==> config.mk <==
export PLATFORM = sky130hd
export DESIGN_NAME = modem_lines_top
export DESIGN_NICKNAME = d
export VERILOG_FILES = /design/src/modem_lines_pkg.sv /design/src/modem_chan_if.sv /design/src/modem_lines_top.sv /design/src/pin_sync.sv /design/src/modem_channel.sv
export SDC_FILE = /design/constraint.sdc
export NUM_CORES = 1
export LEC_CHECK = 0
export BUFFER_PORTS_ARGS = -buffer_cell sky130_fd_sc_hd__buf_4
export CELL_PAD_IN_SITES_DETAIL_PLACEMENT = 1
export CELL_PAD_IN_SITES_GLOBAL_PLACEMENT = 1
export CORE_MARGIN = 2
export CORE_UTILIZATION = 30
export CTS_CLUSTER_DIAMETER = 30
export CTS_CLUSTER_SIZE = 40
export DETAILED_ROUTE_END_ITERATION = 8
export PLACE_DENSITY_LB_ADDON = 0.1
export SLEW_MARGIN = 10
export SYNTH_ARGS = -nofsm -noshare
export SYNTH_HDL_FRONTEND = slang
export SYNTH_HIERARCHICAL = 1
export SYNTH_SLANG_ARGS = --single-unit
==> constraint.sdc <==
create_clock -name sys_clk -period 1.9 [get_ports sys_clk]
set_input_delay 0.57 -clock sys_clk [delete_from_list [all_inputs] [get_ports sys_clk]]
set_output_delay 0.57 -clock sys_clk [all_outputs]
set_load 0.02 [all_outputs]
==> src/modem_lines_pkg.sv <==
package modem_lines_pkg;
  localparam int ADDR_W = 8;
  localparam int DATA_W = 32;
  localparam int NUM_CHAN = 2;

  localparam logic [ADDR_W-1:0] CH0_CTRL_OFFSET = 8'h00;
  localparam logic [ADDR_W-1:0] CH0_STATUS_OFFSET = 8'h04;
  localparam logic [ADDR_W-1:0] CH1_CTRL_OFFSET = 8'h08;
  localparam logic [ADDR_W-1:0] CH1_STATUS_OFFSET = 8'h0c;
  localparam logic [ADDR_W-1:0] INT_ENABLE_OFFSET = 8'h10;
  localparam logic [ADDR_W-1:0] BLOCK_STATE_OFFSET = 8'h14;

  // modem control register fields
  localparam int CTRL_RTS_BIT = 1;
  localparam int CTRL_LOOP_BIT = 4;
  // modem status register fields
  localparam int STAT_TRAILING_RING_BIT = 2;
  localparam int STAT_RING_BIT = 6;
  // block state register fields
  localparam int STATE_STRAP_BIT = 0;
  localparam int STATE_IRQ_LSB = 1;

  localparam logic CTRL_RTS_RESET = 1'b0;
  localparam logic CTRL_LOOP_RESET = 1'b0;
  localparam logic [NUM_CHAN-1:0] INT_ENABLE_RESET = 2'h0;
  localparam logic RTS_PIN_RESET_N = 1'b1;
  localparam logic STRAP_RESET = 1'b0;

  localparam int SYNC_STAGES = 2;
endpackage

==> src/modem_chan_if.sv <==
`timescale 1ns/1ps
`default_nettype none
interface modem_chan_if;
  logic rts_bit;
  logic loop_on;
  logic int_enable;
  logic loop_holds_rts;
  logic trailing_ring_clear;
  logic ring_active;
  logic ring_trailing_edge_flag;
  logic irq;

  modport ctrl (
    output rts_bit,
    output loop_on,
    output int_enable,
    output loop_holds_rts,
    output trailing_ring_clear,
    input ring_active,
    input ring_trailing_edge_flag,
    input irq
  );

  modport chan (
    input rts_bit,
    input loop_on,
    input int_enable,
    input loop_holds_rts,
    input trailing_ring_clear,
    output ring_active,
    output ring_trailing_edge_flag,
    output irq
  );
endinterface
`default_nettype wire

==> src/modem_lines_top.sv <==
`timescale 1ns/1ps
`default_nettype none
module modem_lines_top #(
  parameter bit STRAP_VARIANT = 1'b1
) (
  input wire logic sys_clk,
  input wire logic rst,
  input wire logic [modem_lines_pkg::ADDR_W-1:0] paddr,
  input wire logic psel,
  input wire logic penable,
  input wire logic pwrite,
  input wire logic [modem_lines_pkg::DATA_W-1:0] pwdata,
  output logic [modem_lines_pkg::DATA_W-1:0] prdata,
  output logic pready,
  output logic pslverr,
  input wire logic [modem_lines_pkg::NUM_CHAN-1:0] ring_indicator_inputs_n,
  input wire logic crystal_strap_pin,
  output logic [modem_lines_pkg::NUM_CHAN-1:0] request_to_send_outputs_n,
  output logic [modem_lines_pkg::NUM_CHAN-1:0] modem_status_irq,
  output logic [modem_lines_pkg::NUM_CHAN-1:0] loop_mode
);
  import modem_lines_pkg::*;

  logic [NUM_CHAN-1:0] modem_ctrl_rts_bit;
  logic [NUM_CHAN-1:0] loop_bit;
  logic [NUM_CHAN-1:0] int_enable;
  logic crystal_select_strap;
  logic strap_sync;
  logic strap_pending;
  logic [NUM_CHAN-1:0] ring_active;
  logic [NUM_CHAN-1:0] trailing_flag;
  logic [NUM_CHAN-1:0] chan_irq;
  logic [NUM_CHAN-1:0] read_clear;

  wire setup_phase = psel & ~penable;
  wire access_done = psel & penable & pready;
  wire wr_done = access_done & pwrite;
  wire rd_done = access_done & ~pwrite;

  wire hit_ctrl0 = (paddr == CH0_CTRL_OFFSET);
  wire hit_stat0 = (paddr == CH0_STATUS_OFFSET);
  wire hit_ctrl1 = (paddr == CH1_CTRL_OFFSET);
  wire hit_stat1 = (paddr == CH1_STATUS_OFFSET);
  wire hit_inten = (paddr == INT_ENABLE_OFFSET);
  wire hit_state = (paddr == BLOCK_STATE_OFFSET);
  wire [NUM_CHAN-1:0] hit_ctrl = {hit_ctrl1, hit_ctrl0};
  wire [NUM_CHAN-1:0] hit_stat = {hit_stat1, hit_stat0};
  wire mapped = |{hit_ctrl, hit_stat, hit_inten, hit_state};

  // without the strap variant loop mode always pins rts inactive
  wire loop_holds_rts = STRAP_VARIANT ? crystal_select_strap : 1'b1;

  logic [DATA_W-1:0] next_rdata;
  logic [DATA_W-1:0] ctrl_word [NUM_CHAN];
  logic [DATA_W-1:0] stat_word [NUM_CHAN];
  logic [DATA_W-1:0] state_word;

  always_comb begin
    for (int i = 0; i < NUM_CHAN; i++) begin
      ctrl_word[i] = '0;
      ctrl_word[i][CTRL_RTS_BIT] = modem_ctrl_rts_bit[i];
      ctrl_word[i][CTRL_LOOP_BIT] = loop_bit[i];
      stat_word[i] = '0;
      stat_word[i][STAT_RING_BIT] = ring_active[i];
      stat_word[i][STAT_TRAILING_RING_BIT] = trailing_flag[i];
    end
    state_word = '0;
    state_word[STATE_STRAP_BIT] = crystal_select_strap;
    state_word[STATE_IRQ_LSB +: NUM_CHAN] = chan_irq;
  end

  assign next_rdata = hit_ctrl0 ? ctrl_word[0] :
                      hit_stat0 ? stat_word[0] :
                      hit_ctrl1 ? ctrl_word[1] :
                      hit_stat1 ? stat_word[1] :
                      hit_inten ? {{(DATA_W-NUM_CHAN){1'b0}}, int_enable} :
                      hit_state ? state_word : '0;

  // answer is ready in the first access cycle; data is captured at setup
  assign pready = 1'b1;

  always_ff @(posedge sys_clk) begin
    if (rst) begin
      prdata <= '0;
      pslverr <= 1'b0;
    end else if (setup_phase) begin
      prdata <= pwrite ? '0 : next_rdata;
      pslverr <= ~mapped;
    end
  end

  // clear only a flag that this read actually reported, so an edge landing
  // between setup and access is kept for the next read
  assign read_clear = {NUM_CHAN{rd_done}} & hit_stat &
                      {NUM_CHAN{prdata[STAT_TRAILING_RING_BIT]}};

  always_ff @(posedge sys_clk) begin
    if (rst) begin
      modem_ctrl_rts_bit <= {NUM_CHAN{CTRL_RTS_RESET}};
      loop_bit <= {NUM_CHAN{CTRL_LOOP_RESET}};
      int_enable <= INT_ENABLE_RESET;
    end else if (wr_done) begin
      for (int i = 0; i < NUM_CHAN; i++) begin
        if (hit_ctrl[i]) begin
          modem_ctrl_rts_bit[i] <= pwdata[CTRL_RTS_BIT];
          loop_bit[i] <= pwdata[CTRL_LOOP_BIT];
        end
      end
      if (hit_inten) begin
        int_enable <= pwdata[NUM_CHAN-1:0];
      end
    end
  end

  pin_sync #(.WIDTH(1)) strap_sync_i (
    .sys_clk(sys_clk),
    .pin(crystal_strap_pin),
    .synced(strap_sync)
  );

  // strap is caught once, in the first cycle after reset is released
  always_ff @(posedge sys_clk) begin
    if (rst) begin
      strap_pending <= 1'b1;
      crystal_select_strap <= STRAP_RESET;
    end else if (strap_pending) begin
      strap_pending <= 1'b0;
      crystal_select_strap <= strap_sync;
    end
  end

  assign loop_mode = loop_bit;
  assign modem_status_irq = chan_irq;

  for (genvar c = 0; c < NUM_CHAN; c++) begin : g_chan
    modem_chan_if link ();

    assign link.rts_bit = modem_ctrl_rts_bit[c];
    assign link.loop_on = loop_bit[c];
    assign link.int_enable = int_enable[c];
    assign link.loop_holds_rts = loop_holds_rts;
    assign link.trailing_ring_clear = read_clear[c];
    assign ring_active[c] = link.ring_active;
    assign trailing_flag[c] = link.ring_trailing_edge_flag;
    assign chan_irq[c] = link.irq;

    modem_channel chan_i (
      .sys_clk(sys_clk),
      .rst(rst),
      .ring_indicator_n(ring_indicator_inputs_n[c]),
      .request_to_send_n(request_to_send_outputs_n[c]),
      .link(link.chan)
    );
  end
endmodule
`default_nettype wire

==> src/pin_sync.sv <==
`timescale 1ns/1ps
`default_nettype none
module pin_sync #(
  parameter int WIDTH = 1
) (
  input wire logic sys_clk,
  input wire logic [WIDTH-1:0] pin,
  output logic [WIDTH-1:0] synced
);
  // first stage feeds only the second; no reset so the pin level is live
  // through reset and valid at release
  logic [WIDTH-1:0] stage1;

  always_ff @(posedge sys_clk) begin
    stage1 <= pin;
    synced <= stage1;
  end
endmodule
`default_nettype wire

==> src/modem_channel.sv <==
`timescale 1ns/1ps
`default_nettype none
module modem_channel (
  input wire logic sys_clk,
  input wire logic rst,
  input wire logic ring_indicator_n,
  output logic request_to_send_n,
  modem_chan_if.chan link
);
  import modem_lines_pkg::*;

  logic ring_n_sync;
  logic ring_n_prev;
  wire ring_released;
  wire next_rts_n;

  pin_sync #(.WIDTH(1)) ring_sync (
    .sys_clk(sys_clk),
    .pin(ring_indicator_n),
    .synced(ring_n_sync)
  );

  assign ring_released = ~ring_n_prev & ring_n_sync;
  assign link.ring_active = ~ring_n_sync;

  // loop mode may pin the output high, otherwise it follows the rts bit
  assign next_rts_n = (link.loop_on && link.loop_holds_rts) ?
                      RTS_PIN_RESET_N : ~link.rts_bit;

  always_ff @(posedge sys_clk) begin
    if (rst) begin
      ring_n_prev <= 1'b1;
    end else begin
      ring_n_prev <= ring_n_sync;
    end
  end

  // a new edge in the clearing cycle keeps the flag set
  always_ff @(posedge sys_clk) begin
    if (rst) begin
      link.ring_trailing_edge_flag <= 1'b0;
    end else if (ring_released) begin
      link.ring_trailing_edge_flag <= 1'b1;
    end else if (link.trailing_ring_clear) begin
      link.ring_trailing_edge_flag <= 1'b0;
    end
  end

  always_ff @(posedge sys_clk) begin
    if (rst) begin
      link.irq <= 1'b0;
      request_to_send_n <= RTS_PIN_RESET_N;
    end else begin
      link.irq <= link.ring_trailing_edge_flag & link.int_enable;
      request_to_send_n <= next_rts_n;
    end
  end
endmodule
`default_nettype wire

==> results.md <==
- Startpoint type of the worst setup path: input port
- Family of cells with the greatest summed delay on the critical path: simple AND/OR/NAND/NOR gates
- Maximum number of pins on one net before global-route repair: 17
- Cts repair resizes: 0
- Crit Path Category: input port to flop
- Cell Area, Synth: 0.00143 sq mm
- Part of the cycle the worst path needs: between 80% and 90%
- Final hold violations: 0
- FFs w/ async S/R, synth: 0%
- Share of power burned in combinational logic: about 14%
- PwrDens: 664 mW/mm^2
- X dimension of the die: 73.0 microns
- Number of enable-type register cells in the synthesized netlist: 0
- Worst max-slew margin expressed relative to the limit: between 60% and 70%
- Global-route usage over all layers: around 11%
- Number of I/O port buffers: 30
- Total wire length: approximately 3000 microns
- Largest cells by area after synthesis: sky130_fd_sc_hd__dfxtp_1, sky130_fd_sc_hd__buf_4, sky130_fd_sc_hd__mux2i_1
- CP Capture Type: flop
- Portion of the post-synthesis area used by sequential elements: 39.3%
- Yosys warnings: 6
- Proportion of layout cells with a drive suffix above 1: between 20 and 30%
- Final #Nets: roughly 220
- Largest area contributor in the netlist: sky130_fd_sc_hd__dfxtp_1
- CTS buffer count: 3
- Max-capacitance violation count: 0
- Post-detailed-placement half-perimeter wirelength: about 2400 microns
- Starting utilization of the core area: 30.6%
- Sequential Power Share: a little under three fifths
- Int Pwr: about 800 uW
- Minimum period implied by the final worst setup slack: around 1.6 ns
- Final TNS setup: 0 ns
- Worst Skew: around 0.0054 ns
- Peak supply drop: around 0.26 mV
- Cell area after placement: ~0.0016 sq mm
- Yosys top cell area share: approximately 39%
- Post-cts hold buffer count: 0
- Status: finished clean
- Cell count after synthesis: 143
- List of cells traversed by the critical path: buf_4 -> or3_4 -> or4_4 -> mux2i_1
- Number of remaining DRC errors: 0
- Via density per instance: 4.39
- Chip height: between 70 and 80 microns
- Worst slack on hold paths: around 0.33 ns
- Violation count after the first detailed-route iteration: 56
- CP bufs+invs: 1
- Power spent charging and discharging nets: around 280 uW
- Buffer depth of the longest clock path: 2
- Number of vias after detailed routing: between 900 and 1,000
- Post-CTS repair timing setup buffer count: 0
- Detail-routed net length per standard cell: ~13 microns
- Antenna fix cells: 0
- Clock tree from TritonCTS: done
- Register bit total from synthesis: 28
- Avg Inst Size Synth: approximately 10 sq um
- Top Ports: 88
- Data required, critical path: 2.06 ns
- Remaining antenna violation count: 0
- CTS clk-pin slew, worst paths: 0.09 ns
- Number of failing setup endpoints in the final timing report: 0
- Most instantiated flip-flop cell in the synthesis netlist: sky130_fd_sc_hd__dfxtp_1
- Ranking of synthesized cells by instance count: sky130_fd_sc_hd__buf_4, sky130_fd_sc_hd__dfxtp_1, sky130_fd_sc_hd__nor2_1
- Worst path setup slack after routing: 0.289 ns
- Sw Share: 26.2%
- Iteration count of the initial detailed-routing pass: 4
- Die Area: between 0.005 and 0.006 sq mm
- CTS Sinks: 28
- Unrepaired setup endpoints after global routing: false
- Cell at the slowest stage of the critical path: sky130_fd_sc_hd__or4_4
- Max Clk Rate: 621 MHz
- Most common cell in the netlist: sky130_fd_sc_hd__buf_4
- Transition time at the pin with the least slew margin: a little over 0.5 ns
- Synthesis-to-layout area growth: 14.0%
- Last weighted congestion value of the routability-driven placer: 0.815
- Area of all placed cells without fillers: 0.00163 sq mm
- Longest individual stage delay on the worst path: between 0.5 and 0.6 ns
- Clk Tree Root Cell: sky130_fd_sc_hd__clkbuf_8
- Antenna violations before repair: 0
- Largest fanout on the critical path: 3
- Number of global-route vias before repair: between 900 and 1,000
- Type of the tightest min-delay check: flop to flop
- Pins Over Slew Limit: 0
- Worst setup slack for register-to-register paths: 0.73 ns
- First-pass GRT wire length: around 4500 microns
- Core ar.: 0.00466 sq mm
- Clock network power share: around 30%
- Count of different cell masters after synthesis: 35
- Setup WS pre-CTS: roughly 0.0016 ns
- Congestion Overflow GR: 0
- Leakage component of the power: between 0.0007 and 0.0008 uW
- Std-Cell Rows: 25
- CTS H-Tree Depth: 1
- Clock insertion delay at the later pin of the skew report: around 0.27 ns
- Arr. time, crit path: approximately 1.8 ns
## cell usage in the layout (no fill, tap or decap), types with 3 or more instances in the layout
cell type	synthesis	final
sky130_fd_sc_hd__conb_1	2	28
sky130_fd_sc_hd__nor2_1	11	11
sky130_fd_sc_hd__or2b_2	4	4
sky130_fd_sc_hd__clkbuf_8	1	3
sky130_fd_sc_hd__nand2_1	4	4
sky130_fd_sc_hd__dfxtp_1	28	28
sky130_fd_sc_hd__nor3b_1	3	3
sky130_fd_sc_hd__buf_4	30	34
sky130_fd_sc_hd__mux2i_1	9	9
sky130_fd_sc_hd__nand2b_1	10	10
sky130_fd_sc_hd__inv_1	3	3
## metal layers
| metal | track usage [%] | wire length [microns] | up-vias |
|---|---|---|---|
| li1 | - | - | 489 |
| met5 | 0 | 0 | - |
| met3 | 3.04 | 192 | 8 |
| met4 | 5.97 | 83 | 0 |
| met2 | 17.0 | 1360 | 43 |
| met1 | 14.1 | 1290 | 456 |
## worst reg2reg max path: stages, from the launching register on
cell and delay (ns):
sky130_fd_sc_hd__dfxtp_1 0.34, sky130_fd_sc_hd__mux2_1 0.30, sky130_fd_sc_hd__a22o_1 0.24, sky130_fd_sc_hd__a22o_1 0.20
## kinds of logic (layout without fill, tap and decap cells)
group | after synthesis | in the layout | share of synthesized area (%)
AND/OR/NAND/NOR | 53 | 53 | 25.2
other | 2 | 28 | 0.526
buffers and inverters | 36 | 40 | 19.1
flip-flops | 28 | 28 | 39.3
AO/OA/AOI/OAI | 11 | 11 | 6.49
multiplexers | 13 | 13 | 9.47
## registers in the layout, summed over array words and instances (netlist names), 2 cells and up
name and flops:
g_chan.chan_i/ring_sync/stage1 2, prdata 5, g_chan.chan_i/link.irq 2, g_chan.chan_i/ring_sync/synced 2
int_enable 2, g_chan.chan_i/link.ring_trailing_edge_flag 2, g_chan.chan_i/request_to_send_n 2, loop_mode 2
modem_ctrl_rts_bit 2, g_chan.chan_i/ring_n_prev 2
## path summary, 6_finish.rpt
kind                                      startpoint                                  to  cells past startpoint
setup / recovery                            paddr[5]  modem_ctrl_rts_bit[1]$_SDFFE_PP0P_                      4
hold / removal           strap_sync_i/stage1$_DFF_P_         strap_sync_i/synced$_DFF_P_                      0
setup reg to reg  modem_ctrl_rts_bit[1]$_SDFFE_PP0P_              prdata[1]$_SDFFE_PP0P_                      3
hold reg to reg          strap_sync_i/stage1$_DFF_P_         strap_sync_i/synced$_DFF_P_                      0
## metrics by stage
| step | utilization, % | power, uW | cells |
|---|---|---|---|
| final | 34.9 | 1080 | 227 |
| after global routing | 34.9 | 1140 | 227 |
| after CTS | 34.9 | 1090 | 227 |
| after detailed placement | 34.0 | 775 | 224 |
| after global placement | 34.0 | 772 | 224 |
| after floorplan | - | 764 | 169 |
## power groups by stage
stage          Combinational [uW]  Clock, uW  Sequential (uW)
3_3_place_gp                  150          0              622
6_report                      152        320              609
5_1_grt                       164        363              612
3_5_place_dp                  152          0              623
2_1_floorplan                 142          0              622
4_1_cts                       152        328              610
## layout make-up
| cell class | instances | area [sq um] |
|---|---|---|
| tap | 54 | 67.6 |
| timing repair buffer | 34 | 255 |
| clock buffer | 3 | 41.3 |
| sequential | 28 | 561 |
| inverter | 3 | 11.3 |
| fill | 548 | 3030 |
| multi-input combinational | 105 | 692 |
(Power assumes the default switching activity.)
